[config.mk]
export PLATFORM = sky130hd
export DESIGN_NAME = aig_core
export DESIGN_NICKNAME = d
export VERILOG_FILES = /design/src/aig_pkg.sv /design/src/aig_chan_hist.sv /design/src/aig_core.sv
export SDC_FILE = /design/constraint.sdc
export NUM_CORES = 2
export LEC_CHECK = 0
export BUFFER_PORTS_ARGS = -buffer_cell sky130_fd_sc_hd__buf_2
export CAP_MARGIN = 25
export CORE_UTILIZATION = 35
export CTS_BUF_LIST = sky130_fd_sc_hd__clkbuf_8
export CTS_CLUSTER_SIZE = 20
export DETAILED_ROUTE_END_ITERATION = 7
export GPL_ROUTABILITY_DRIVEN = 0
export SYNTH_ARGS = -nofsm -noshare
export SYNTH_HDL_FRONTEND = slang
export SYNTH_HIERARCHICAL = 1
export SYNTH_SLANG_ARGS = --single-unit
[constraint.sdc]
create_clock -name clk_in -period 41 [get_ports clk_in]
set_clock_uncertainty 0.15 [all_clocks]
set_input_delay 8.2 -clock clk_in [delete_from_list [all_inputs] [get_ports clk_in]]
set_output_delay 8.2 -clock clk_in [all_outputs]
set_load 0.1 [all_outputs]
[src/aig_pkg.sv]
// Purpose: shared constants and types for the adaptive illumination gain block
// Assumes: 8-bit colour channels, 16-bin coarse histogram per channel
// Notes:   gains are unsigned fixed point with 8 fraction bits

package aig_pkg;

  // ----------------------------------------------------------------
  // widths and counts
  // ----------------------------------------------------------------
  localparam int PIX_W     = 8;
  localparam int BIN_BITS  = 4;
  localparam int NUM_BINS  = 16;
  localparam int NUM_CH    = 3;
  localparam int GAIN_W    = 13;
  localparam int GAIN_FRAC = 8;
  localparam int SET_W     = 8;
  localparam int LED_W     = 10;
  localparam int CNT_W     = 20;
  // power = nominal * boost * (knee + 1) >> LED_SHIFT
  localparam int LED_SHIFT = 12;
  localparam int SET_SHIFT = 8;

  // ----------------------------------------------------------------
  // reset values and fixed points
  // ----------------------------------------------------------------
  localparam logic [GAIN_W-1:0]   GAIN_UNITY = 13'h0100;
  // full scale over one bin width, in gain units
  localparam logic [GAIN_W-1:0]   GAIN_FULL  = 13'h1000;
  localparam logic [BIN_BITS-1:0] BIN_TOP    = 4'hF;
  localparam logic [PIX_W-1:0]    PIX_MAX    = 8'hFF;

  typedef enum logic [1:0] {
    PH_IDLE = 2'b00,
    PH_SCAN = 2'b01,
    PH_CALC = 2'b11,
    PH_PEND = 2'b10
  } aig_phase_type;

  // gain that lifts the top of a bin to full scale
  function automatic logic [GAIN_W-1:0] gain_of_bin(input logic [BIN_BITS-1:0] bin);
    logic [GAIN_W-1:0] g;
    g = GAIN_UNITY;
    for (int i = 0; i < NUM_BINS; i++) begin
      if (bin == BIN_BITS'(i)) begin
        g = GAIN_W'(32'(GAIN_FULL) / (i + 1));
      end
    end
    return g;
  endfunction : gain_of_bin

endpackage : aig_pkg
[src/aig_chan_hist.sv]
// Purpose: per-channel frame histogram and clip-knee search
// Assumes: frame_start_in precedes the first pixel of a frame
// Notes:   scan runs from the top bin down, one bin per cycle

module aig_chan_hist #(
  parameter int CNT_W = aig_pkg::CNT_W
) (
  input  wire logic                         clk_in,
  input  wire logic                         rst_n_in,
  input  wire logic                         frame_start_in,
  input  wire logic                         pix_valid_in,
  input  wire logic [aig_pkg::PIX_W-1:0]    pix_in,
  input  wire logic                         scan_start_in,
  input  wire logic [CNT_W-1:0]             clip_limit_in,
  output logic      [aig_pkg::BIN_BITS-1:0] knee_bin_out,
  output logic                              done_out
);

  generate
    if (CNT_W < 8 || CNT_W > 28) begin : g_bad_cnt
      $error("aig_chan_hist: CNT_W out of range");
    end
  endgenerate

  typedef struct packed {
    logic [aig_pkg::NUM_BINS-1:0][CNT_W-1:0] hist;
    logic [CNT_W+3:0]                        acc;
    logic [aig_pkg::BIN_BITS-1:0]            bin;
    logic                                    scan;
    logic [aig_pkg::BIN_BITS-1:0]            knee;
    logic                                    done;
  } aig_hist_state_type;

  aig_hist_state_type r, r_nxt;
  logic [aig_pkg::BIN_BITS-1:0] pix_bin;
  logic [CNT_W+3:0]             sum;

  assign pix_bin = pix_in[aig_pkg::PIX_W-1 -: aig_pkg::BIN_BITS];
  assign sum     = r.acc + {4'h0, r.hist[r.bin]};

  always_comb begin
    r_nxt      = r;
    r_nxt.done = 1'b0;
    if (frame_start_in) begin
      r_nxt.hist = '0;
      r_nxt.acc  = '0;
      r_nxt.scan = 1'b0;
    end else begin
      if (pix_valid_in && r.hist[pix_bin] != {CNT_W{1'b1}}) begin
        r_nxt.hist[pix_bin] = r.hist[pix_bin] + CNT_W'(1);
      end
      if (scan_start_in && !r.scan) begin
        r_nxt.scan = 1'b1;
        r_nxt.bin  = aig_pkg::BIN_TOP;
        r_nxt.acc  = '0;
      end else if (r.scan) begin
        // stop where clipped pixels would exceed the limit
        if (sum > {4'h0, clip_limit_in} || r.bin == '0) begin
          r_nxt.knee = r.bin;
          r_nxt.done = 1'b1;
          r_nxt.scan = 1'b0;
        end else begin
          r_nxt.acc = sum;
          r_nxt.bin = r.bin - aig_pkg::BIN_BITS'(1);
        end
      end
    end
  end

  always_ff @(posedge clk_in or negedge rst_n_in) begin
    if (!rst_n_in) begin
      r <= '0;
    end else begin
      r <= r_nxt;
    end
  end

  assign knee_bin_out = r.knee;
  assign done_out     = r.done;
endmodule : aig_chan_hist

[src/aig_core.sv]
// Purpose: content_adaptive_illumination gain and LED current control
// Assumes: pixel stream and settings on clk_in; one frame_end_in per frame
// Notes:   new gains and currents are loaded only on frame_start_in

// Overview of operation
// - derive one gain per colour each frame
// - multiply each channel's pixels by its gain
// - gain clips only a few pixels
// - separate LED current command per colour
// - pick gain and LED power together
// - hold white point at target balance
// - power mode: lower LED, raise gain
// - brightness mode: LED near nominal, gain boosts
// - setting blends power and brightness modes
// - dimmer content gives lower LED power
module aig_core #(
  parameter int CNT_W = aig_pkg::CNT_W,
  parameter int LED_W = aig_pkg::LED_W
) (
  input  wire logic                       clk_in,
  input  wire logic                       rst_n_in,
  input  wire logic                       frame_start_in,
  input  wire logic                       frame_end_in,
  input  wire logic                       pix_valid_in,
  input  wire logic [aig_pkg::PIX_W-1:0]  pix_red_in,
  input  wire logic [aig_pkg::PIX_W-1:0]  pix_green_in,
  input  wire logic [aig_pkg::PIX_W-1:0]  pix_blue_in,
  input  wire logic                       content_adaptive_illumination_en_in,
  input  wire logic [aig_pkg::SET_W-1:0]  gain_setting_in,
  input  wire logic [CNT_W-1:0]           clip_limit_in,
  input  wire logic [LED_W-1:0]           led_nominal_red_in,
  input  wire logic [LED_W-1:0]           led_nominal_green_in,
  input  wire logic [LED_W-1:0]           led_nominal_blue_in,
  output logic                            pix_valid_out,
  output logic      [aig_pkg::PIX_W-1:0]  pix_red_out,
  output logic      [aig_pkg::PIX_W-1:0]  pix_green_out,
  output logic      [aig_pkg::PIX_W-1:0]  pix_blue_out,
  output logic      [aig_pkg::GAIN_W-1:0] gain_red_out,
  output logic      [aig_pkg::GAIN_W-1:0] gain_green_out,
  output logic      [aig_pkg::GAIN_W-1:0] gain_blue_out,
  output logic      [LED_W-1:0]           led_cmd_red_out,
  output logic      [LED_W-1:0]           led_cmd_green_out,
  output logic      [LED_W-1:0]           led_cmd_blue_out,
  output logic                            led_update_out
);

  // ----------------------------------------------------------------
  // parameter checks and local widths
  // ----------------------------------------------------------------
  generate
    if (LED_W < 4 || LED_W > 16) begin : g_bad_led
      $error("aig_core: LED_W out of range");
    end
  endgenerate

  localparam int NCH = aig_pkg::NUM_CH;
  localparam int GW  = aig_pkg::GAIN_W;
  localparam int PXW = aig_pkg::PIX_W;
  localparam int BB  = aig_pkg::BIN_BITS;
  localparam int PW  = LED_W + GW + BB + 1;
  localparam int XW  = PXW + GW;

  typedef struct packed {
    aig_pkg::aig_phase_type          phase;
    logic [NCH-1:0]                  got;
    logic [NCH-1:0][BB-1:0]          knee;
    logic [GW-1:0]                   boost;
    logic [NCH-1:0][GW-1:0]          gain_calc;
    logic [NCH-1:0][LED_W-1:0]       led_calc;
    logic [NCH-1:0][GW-1:0]          gain;
    logic [NCH-1:0][LED_W-1:0]       led;
    logic                            led_upd;
    logic                            pv;
    logic [NCH-1:0][PXW-1:0]         pix;
  } aig_core_state_type;

  aig_core_state_type r, r_nxt;

  logic [NCH-1:0][PXW-1:0]   pix_a;
  logic [NCH-1:0][LED_W-1:0] nom_a;
  logic [NCH-1:0][BB-1:0]    knee_a;
  logic [NCH-1:0]            done_a;

  assign pix_a = {pix_blue_in, pix_green_in, pix_red_in};
  assign nom_a = {led_nominal_blue_in, led_nominal_green_in, led_nominal_red_in};

  // ----------------------------------------------------------------
  // per-channel statistics
  // ----------------------------------------------------------------
  for (genvar c = 0; c < NCH; c++) begin : g_hist
    aig_chan_hist #(
      .CNT_W (CNT_W)
    ) u_hist (
      .clk_in         (clk_in),
      .rst_n_in       (rst_n_in),
      .frame_start_in (frame_start_in),
      .pix_valid_in   (pix_valid_in),
      .pix_in         (pix_a[c]),
      .scan_start_in  (frame_end_in),
      .clip_limit_in  (clip_limit_in),
      .knee_bin_out   (knee_a[c]),
      .done_out       (done_a[c])
    );
  end

  // ----------------------------------------------------------------
  // gain and LED power selection
  // ----------------------------------------------------------------
  logic [BB-1:0]             kmax;
  logic [GW-1:0]             gmin;
  logic [GW-1:0]             boost_v;
  logic [19:0]               blend;
  logic [NCH-1:0][GW-1:0]    gain_v;
  logic [NCH-1:0][LED_W-1:0] led_v;
  logic [NCH-1:0][PW-1:0]    pwr;
  logic [NCH-1:0][XW-1:0]    prod;
  logic [NCH-1:0][PXW-1:0]   pix_v;

  always_comb begin
    kmax = r.knee[0];
    for (int c = 1; c < NCH; c++) begin
      if (r.knee[c] > kmax) begin
        kmax = r.knee[c];
      end
    end
    // one common brightness factor keeps the white point
    gmin = aig_pkg::gain_of_bin(kmax);
    // setting 0 is pure power saving, full scale pure boost
    blend   = 20'(gain_setting_in) * 20'(gmin - aig_pkg::GAIN_UNITY);
    // top setting lifts all channels by about Gmin
    boost_v = aig_pkg::GAIN_UNITY + GW'(blend >> aig_pkg::SET_SHIFT);
    for (int c = 0; c < NCH; c++) begin
      // gain and power chosen as one pair
      gain_v[c] = aig_pkg::gain_of_bin(r.knee[c]);
      // led = nominal * boost / gain, so brightness tracks boost
      pwr[c] = PW'(nom_a[c]) * PW'(boost_v) * PW'({1'b0, r.knee[c]} + 5'h01);
      pwr[c] = pwr[c] >> aig_pkg::LED_SHIFT;
      // dim content lowers power, never above nominal
      led_v[c] = (pwr[c] > PW'(nom_a[c])) ? nom_a[c] : pwr[c][LED_W-1:0];
    end
  end

  // ----------------------------------------------------------------
  // pixel gain path
  // ----------------------------------------------------------------
  always_comb begin
    for (int c = 0; c < NCH; c++) begin
      // scale and saturate at full scale
      prod[c]  = XW'(pix_a[c]) * XW'(r.gain[c]);
      pix_v[c] = (|prod[c][XW-1:PXW+aig_pkg::GAIN_FRAC]) ? aig_pkg::PIX_MAX
               : prod[c][PXW+aig_pkg::GAIN_FRAC-1:aig_pkg::GAIN_FRAC];
    end
  end

  // ----------------------------------------------------------------
  // frame sequencing
  // ----------------------------------------------------------------
  always_comb begin
    r_nxt         = r;
    r_nxt.led_upd = 1'b0;
    r_nxt.pv      = pix_valid_in;
    r_nxt.pix     = pix_v;
    unique case (r.phase)
      aig_pkg::PH_IDLE: begin
        if (frame_end_in && !frame_start_in) begin
          r_nxt.phase = aig_pkg::PH_SCAN;
          r_nxt.got   = '0;
        end
      end
      aig_pkg::PH_SCAN: begin
        for (int c = 0; c < NCH; c++) begin
          if (done_a[c]) begin
            r_nxt.knee[c] = knee_a[c];
          end
        end
        r_nxt.got = r.got | done_a;
        if (frame_start_in) begin
          r_nxt.phase = aig_pkg::PH_IDLE;
        end else if (&(r.got | done_a)) begin
          r_nxt.phase = aig_pkg::PH_CALC;
        end
      end
      aig_pkg::PH_CALC: begin
        r_nxt.boost     = boost_v;
        r_nxt.gain_calc = gain_v;
        r_nxt.led_calc  = led_v;
        r_nxt.phase     = frame_start_in ? aig_pkg::PH_IDLE : aig_pkg::PH_PEND;
      end
      aig_pkg::PH_PEND: begin
        if (frame_start_in) begin
          r_nxt.phase = aig_pkg::PH_IDLE;
        end
      end
    endcase
    // gain and current outputs move only on a frame boundary
    if (frame_start_in) begin
      if (!content_adaptive_illumination_en_in) begin
        r_nxt.gain    = {NCH{aig_pkg::GAIN_UNITY}};
        r_nxt.led     = nom_a;
        r_nxt.led_upd = 1'b1;
      end else if (r.phase == aig_pkg::PH_PEND) begin
        // per-colour currents issued with their gains
        r_nxt.gain    = r.gain_calc;
        r_nxt.led     = r.led_calc;
        r_nxt.led_upd = 1'b1;
      end
    end
  end

  always_ff @(posedge clk_in or negedge rst_n_in) begin
    if (!rst_n_in) begin
      r       <= '0;
      r.gain  <= {NCH{aig_pkg::GAIN_UNITY}};
      r.boost <= aig_pkg::GAIN_UNITY;
    end else begin
      r <= r_nxt;
    end
  end

  assign pix_valid_out     = r.pv;
  assign pix_red_out       = r.pix[0];
  assign pix_green_out     = r.pix[1];
  assign pix_blue_out      = r.pix[2];
  assign gain_red_out      = r.gain[0];
  assign gain_green_out    = r.gain[1];
  assign gain_blue_out     = r.gain[2];
  assign led_cmd_red_out   = r.led[0];
  assign led_cmd_green_out = r.led[1];
  assign led_cmd_blue_out  = r.led[2];
  assign led_update_out    = r.led_upd;
endmodule : aig_core

==> impl_metrics.ini <==
[run_status]
status = complete, no violations

[timing]
slew_headroom_pct = 22.5
period_share_pct = 57.3
worst_slew_pin_slew_ps = 1160
setup_tns_ps = 0
finalHoldViolCount = 0
timing.fmax_mhz = 42.6
worst_slack_ps = 17510
slew_violations = 0
fin_crit_ps = 23490
rsz0062_at_grt = false
setup_violations = 0

[routing]
post_drt_wl_per_cell_um = 24.0
top_layer = met5
drtIter0Drc = 7323
viasPerCell = 5.81
drc_errors = 0
num_vias = 79155
wl_met3_mm = 27.4
wl_met2_mm = 150
drt_wl_total_mm = 328
drt_first_pass_iters = 6
m1WireLength_mm = 134
ant_nets = 0

[die]
fp.dieW_um = 547
start_util_pct = 35.3
die_area_mm2 = 0.299
fp.dieH_um = 547
ios = 183
row_count = 199
core_mm2 = 0.295

[critical_path]
cp-start-kind = primary input
reg2regPathDepth = 74
crit_type = in2reg
cp-end-kind = register
reg2reg_to = r[121]
crit_arrival_ps = 24150
crit_top_cell = fa_1
slowest_delay_ps = 700
r2r_start = r[180]
slowest_stage = o41ai_1
crit_fanout = 20
worstPathRequired_ps = 41670
r2r_slack_ps = 18860

[clock_tree]
cts-hold-fix-buffers = 0
cts_root_buffer = clkbuf_8
htreeDepth = 4
post_cts_resized = 0
cts_buffer_depth = 4
clkLatencyLatePin_ps = 1070
post_cts_buffers = 0
clk_pin_slew_ps = 60
cts_sinks = 1243
cts_inserted_buffers = 224
cts_tree = yes

[worst_hold_path]
whs_path_depth = 1
min_from = r[143]
hold_end = gain_green_out[5]
min_path_type = reg2reg

[synth]
ys_top_cells_by_area = dfrtp_1, fa_1, mux4_2, ha_1, o2bb2ai_1
synth_top_area_cell = dfrtp_1
synth_cell_type_count = 109
synthesis.instances = 9639
yosysSeqAreaShare_pct = 29.9
synthFlopType = dfrtp_1
synth-edff-count = 0
ys.warnings.count = 6
synth_top_area_share_pct = 29.9
synthArstFlopShare_pct = 100
syn-cell-area_mm2 = 0.104
syn_avg_cell_area_um2 = 10.8
ys_ff_latch = 1243

[run]
maxCapViolations = 0

[layout]
final_common_cell = dfrtp_1
fin_util_pct = 38.3
nets = 10945
areaGrowthSynthToFinish_pct = 8.49
drive_gt1_share_pct = 15.2
final_cell_mix = dfrtp_1, inv_1, nand2_1

[grt]
grt_pass1_wl_mm = 504
gr-usage-all-layers_pct = 21.7
overflow = 0
grt_pass1_vias = 82902
grt_antenna_before_repair = 21
grt_max_degree = 175

[placement]
dpl.hpwl_mm = 223
port_buffers = 182
pre_cts_ws_ps = 16660
## per-layer routing
layer  global-route usage [%]  vias to the layer above
met1                     28.3                    40906
met5                        0                        -
met3                     4.52                      727
met2                     34.5                     3545
met4                     10.0                       18
li1                         -                    33959
## layout make-up
type                    count  area [µm²]
diodes                     10        25.0
clock buffers             280        3850
clock inverters           112         662
fillers                 28569      182000
inverters                 979        3670
multi-input cells        6663       65400
flip-flops and latches   1243       31100
well taps                3919        4900
repair buffers            422        3040
## through the flow
| step | hold slack, ps | std cells | cell area (µm²) |
|---|---|---|---|
| after global routing | 285 | 13626 | 113000 |
| after detailed placement | 320 | 13201 | 108000 |
| after CTS | 249 | 13593 | 112000 |
| final | 263 | 13628 | 113000 |
| after floorplan | 290 | 9649 | 104000 |
| after global placement | 311 | 13157 | 107000 |
## logic make-up after synthesis
logic type | Yosys count | synth area share, %
other cells | 2 | 0.00723
flops | 1243 | 29.9
buf+inv | 1743 | 7.37
simple gates | 2440 | 11.7
mux | 625 | 12.8
xor+xnor | 241 | 2.04
fa+ha+maj | 1324 | 21.2
compound gates | 2021 | 15.0
## sequential cells by signal (all words and copies together), names as in the netlist, 10 cells and up
signal,flops
r,86
gain_blue_out,13
gain_red_out,13
led_cmd_green_out,10
led_cmd_blue_out,10
gain_green_out,13
g_hist.u_hist/r,1047
led_cmd_red_out,10
g_hist.u_hist/knee_bin_out,12
## worst max path at each step
stage                  startpoint  endpoint  cells after the start  slack [ps]
6_report       gain_setting_in[0]    r[121]                     58       17510
4_1_cts        gain_setting_in[0]    r[121]                     58       17590
3_3_place_gp   gain_setting_in[0]    r[114]                     60       17030
3_5_place_dp   gain_setting_in[0]    r[121]                     58       16660
5_1_grt        gain_setting_in[1]    r[119]                     60       16250
2_1_floorplan  gain_setting_in[0]    r[114]                     62       18280
## cell usage after synthesis (all sizes together), types with 377 or more instances
master   count
inv        969
nor2       493
a22o       399
mux4       558
fa         722
nand2      802
ha         602
o2bb2ai    626
dfrtp     1240
and2       461
clkbuf     387
buf        377
## worst max-delay path: cells and delay by family
kind | cells | cell delay, ps
xor+xnor | 4 | 1410
compound gates | 17 | 3950
simple gates | 10 | 2000
buf+inv | 11 | 1270
fa+ha+maj | 16 | 7330
Power is left out: the tool's default activity adds up to more than one toggle a clock period on the data nets, which glitch-free logic cannot reach.
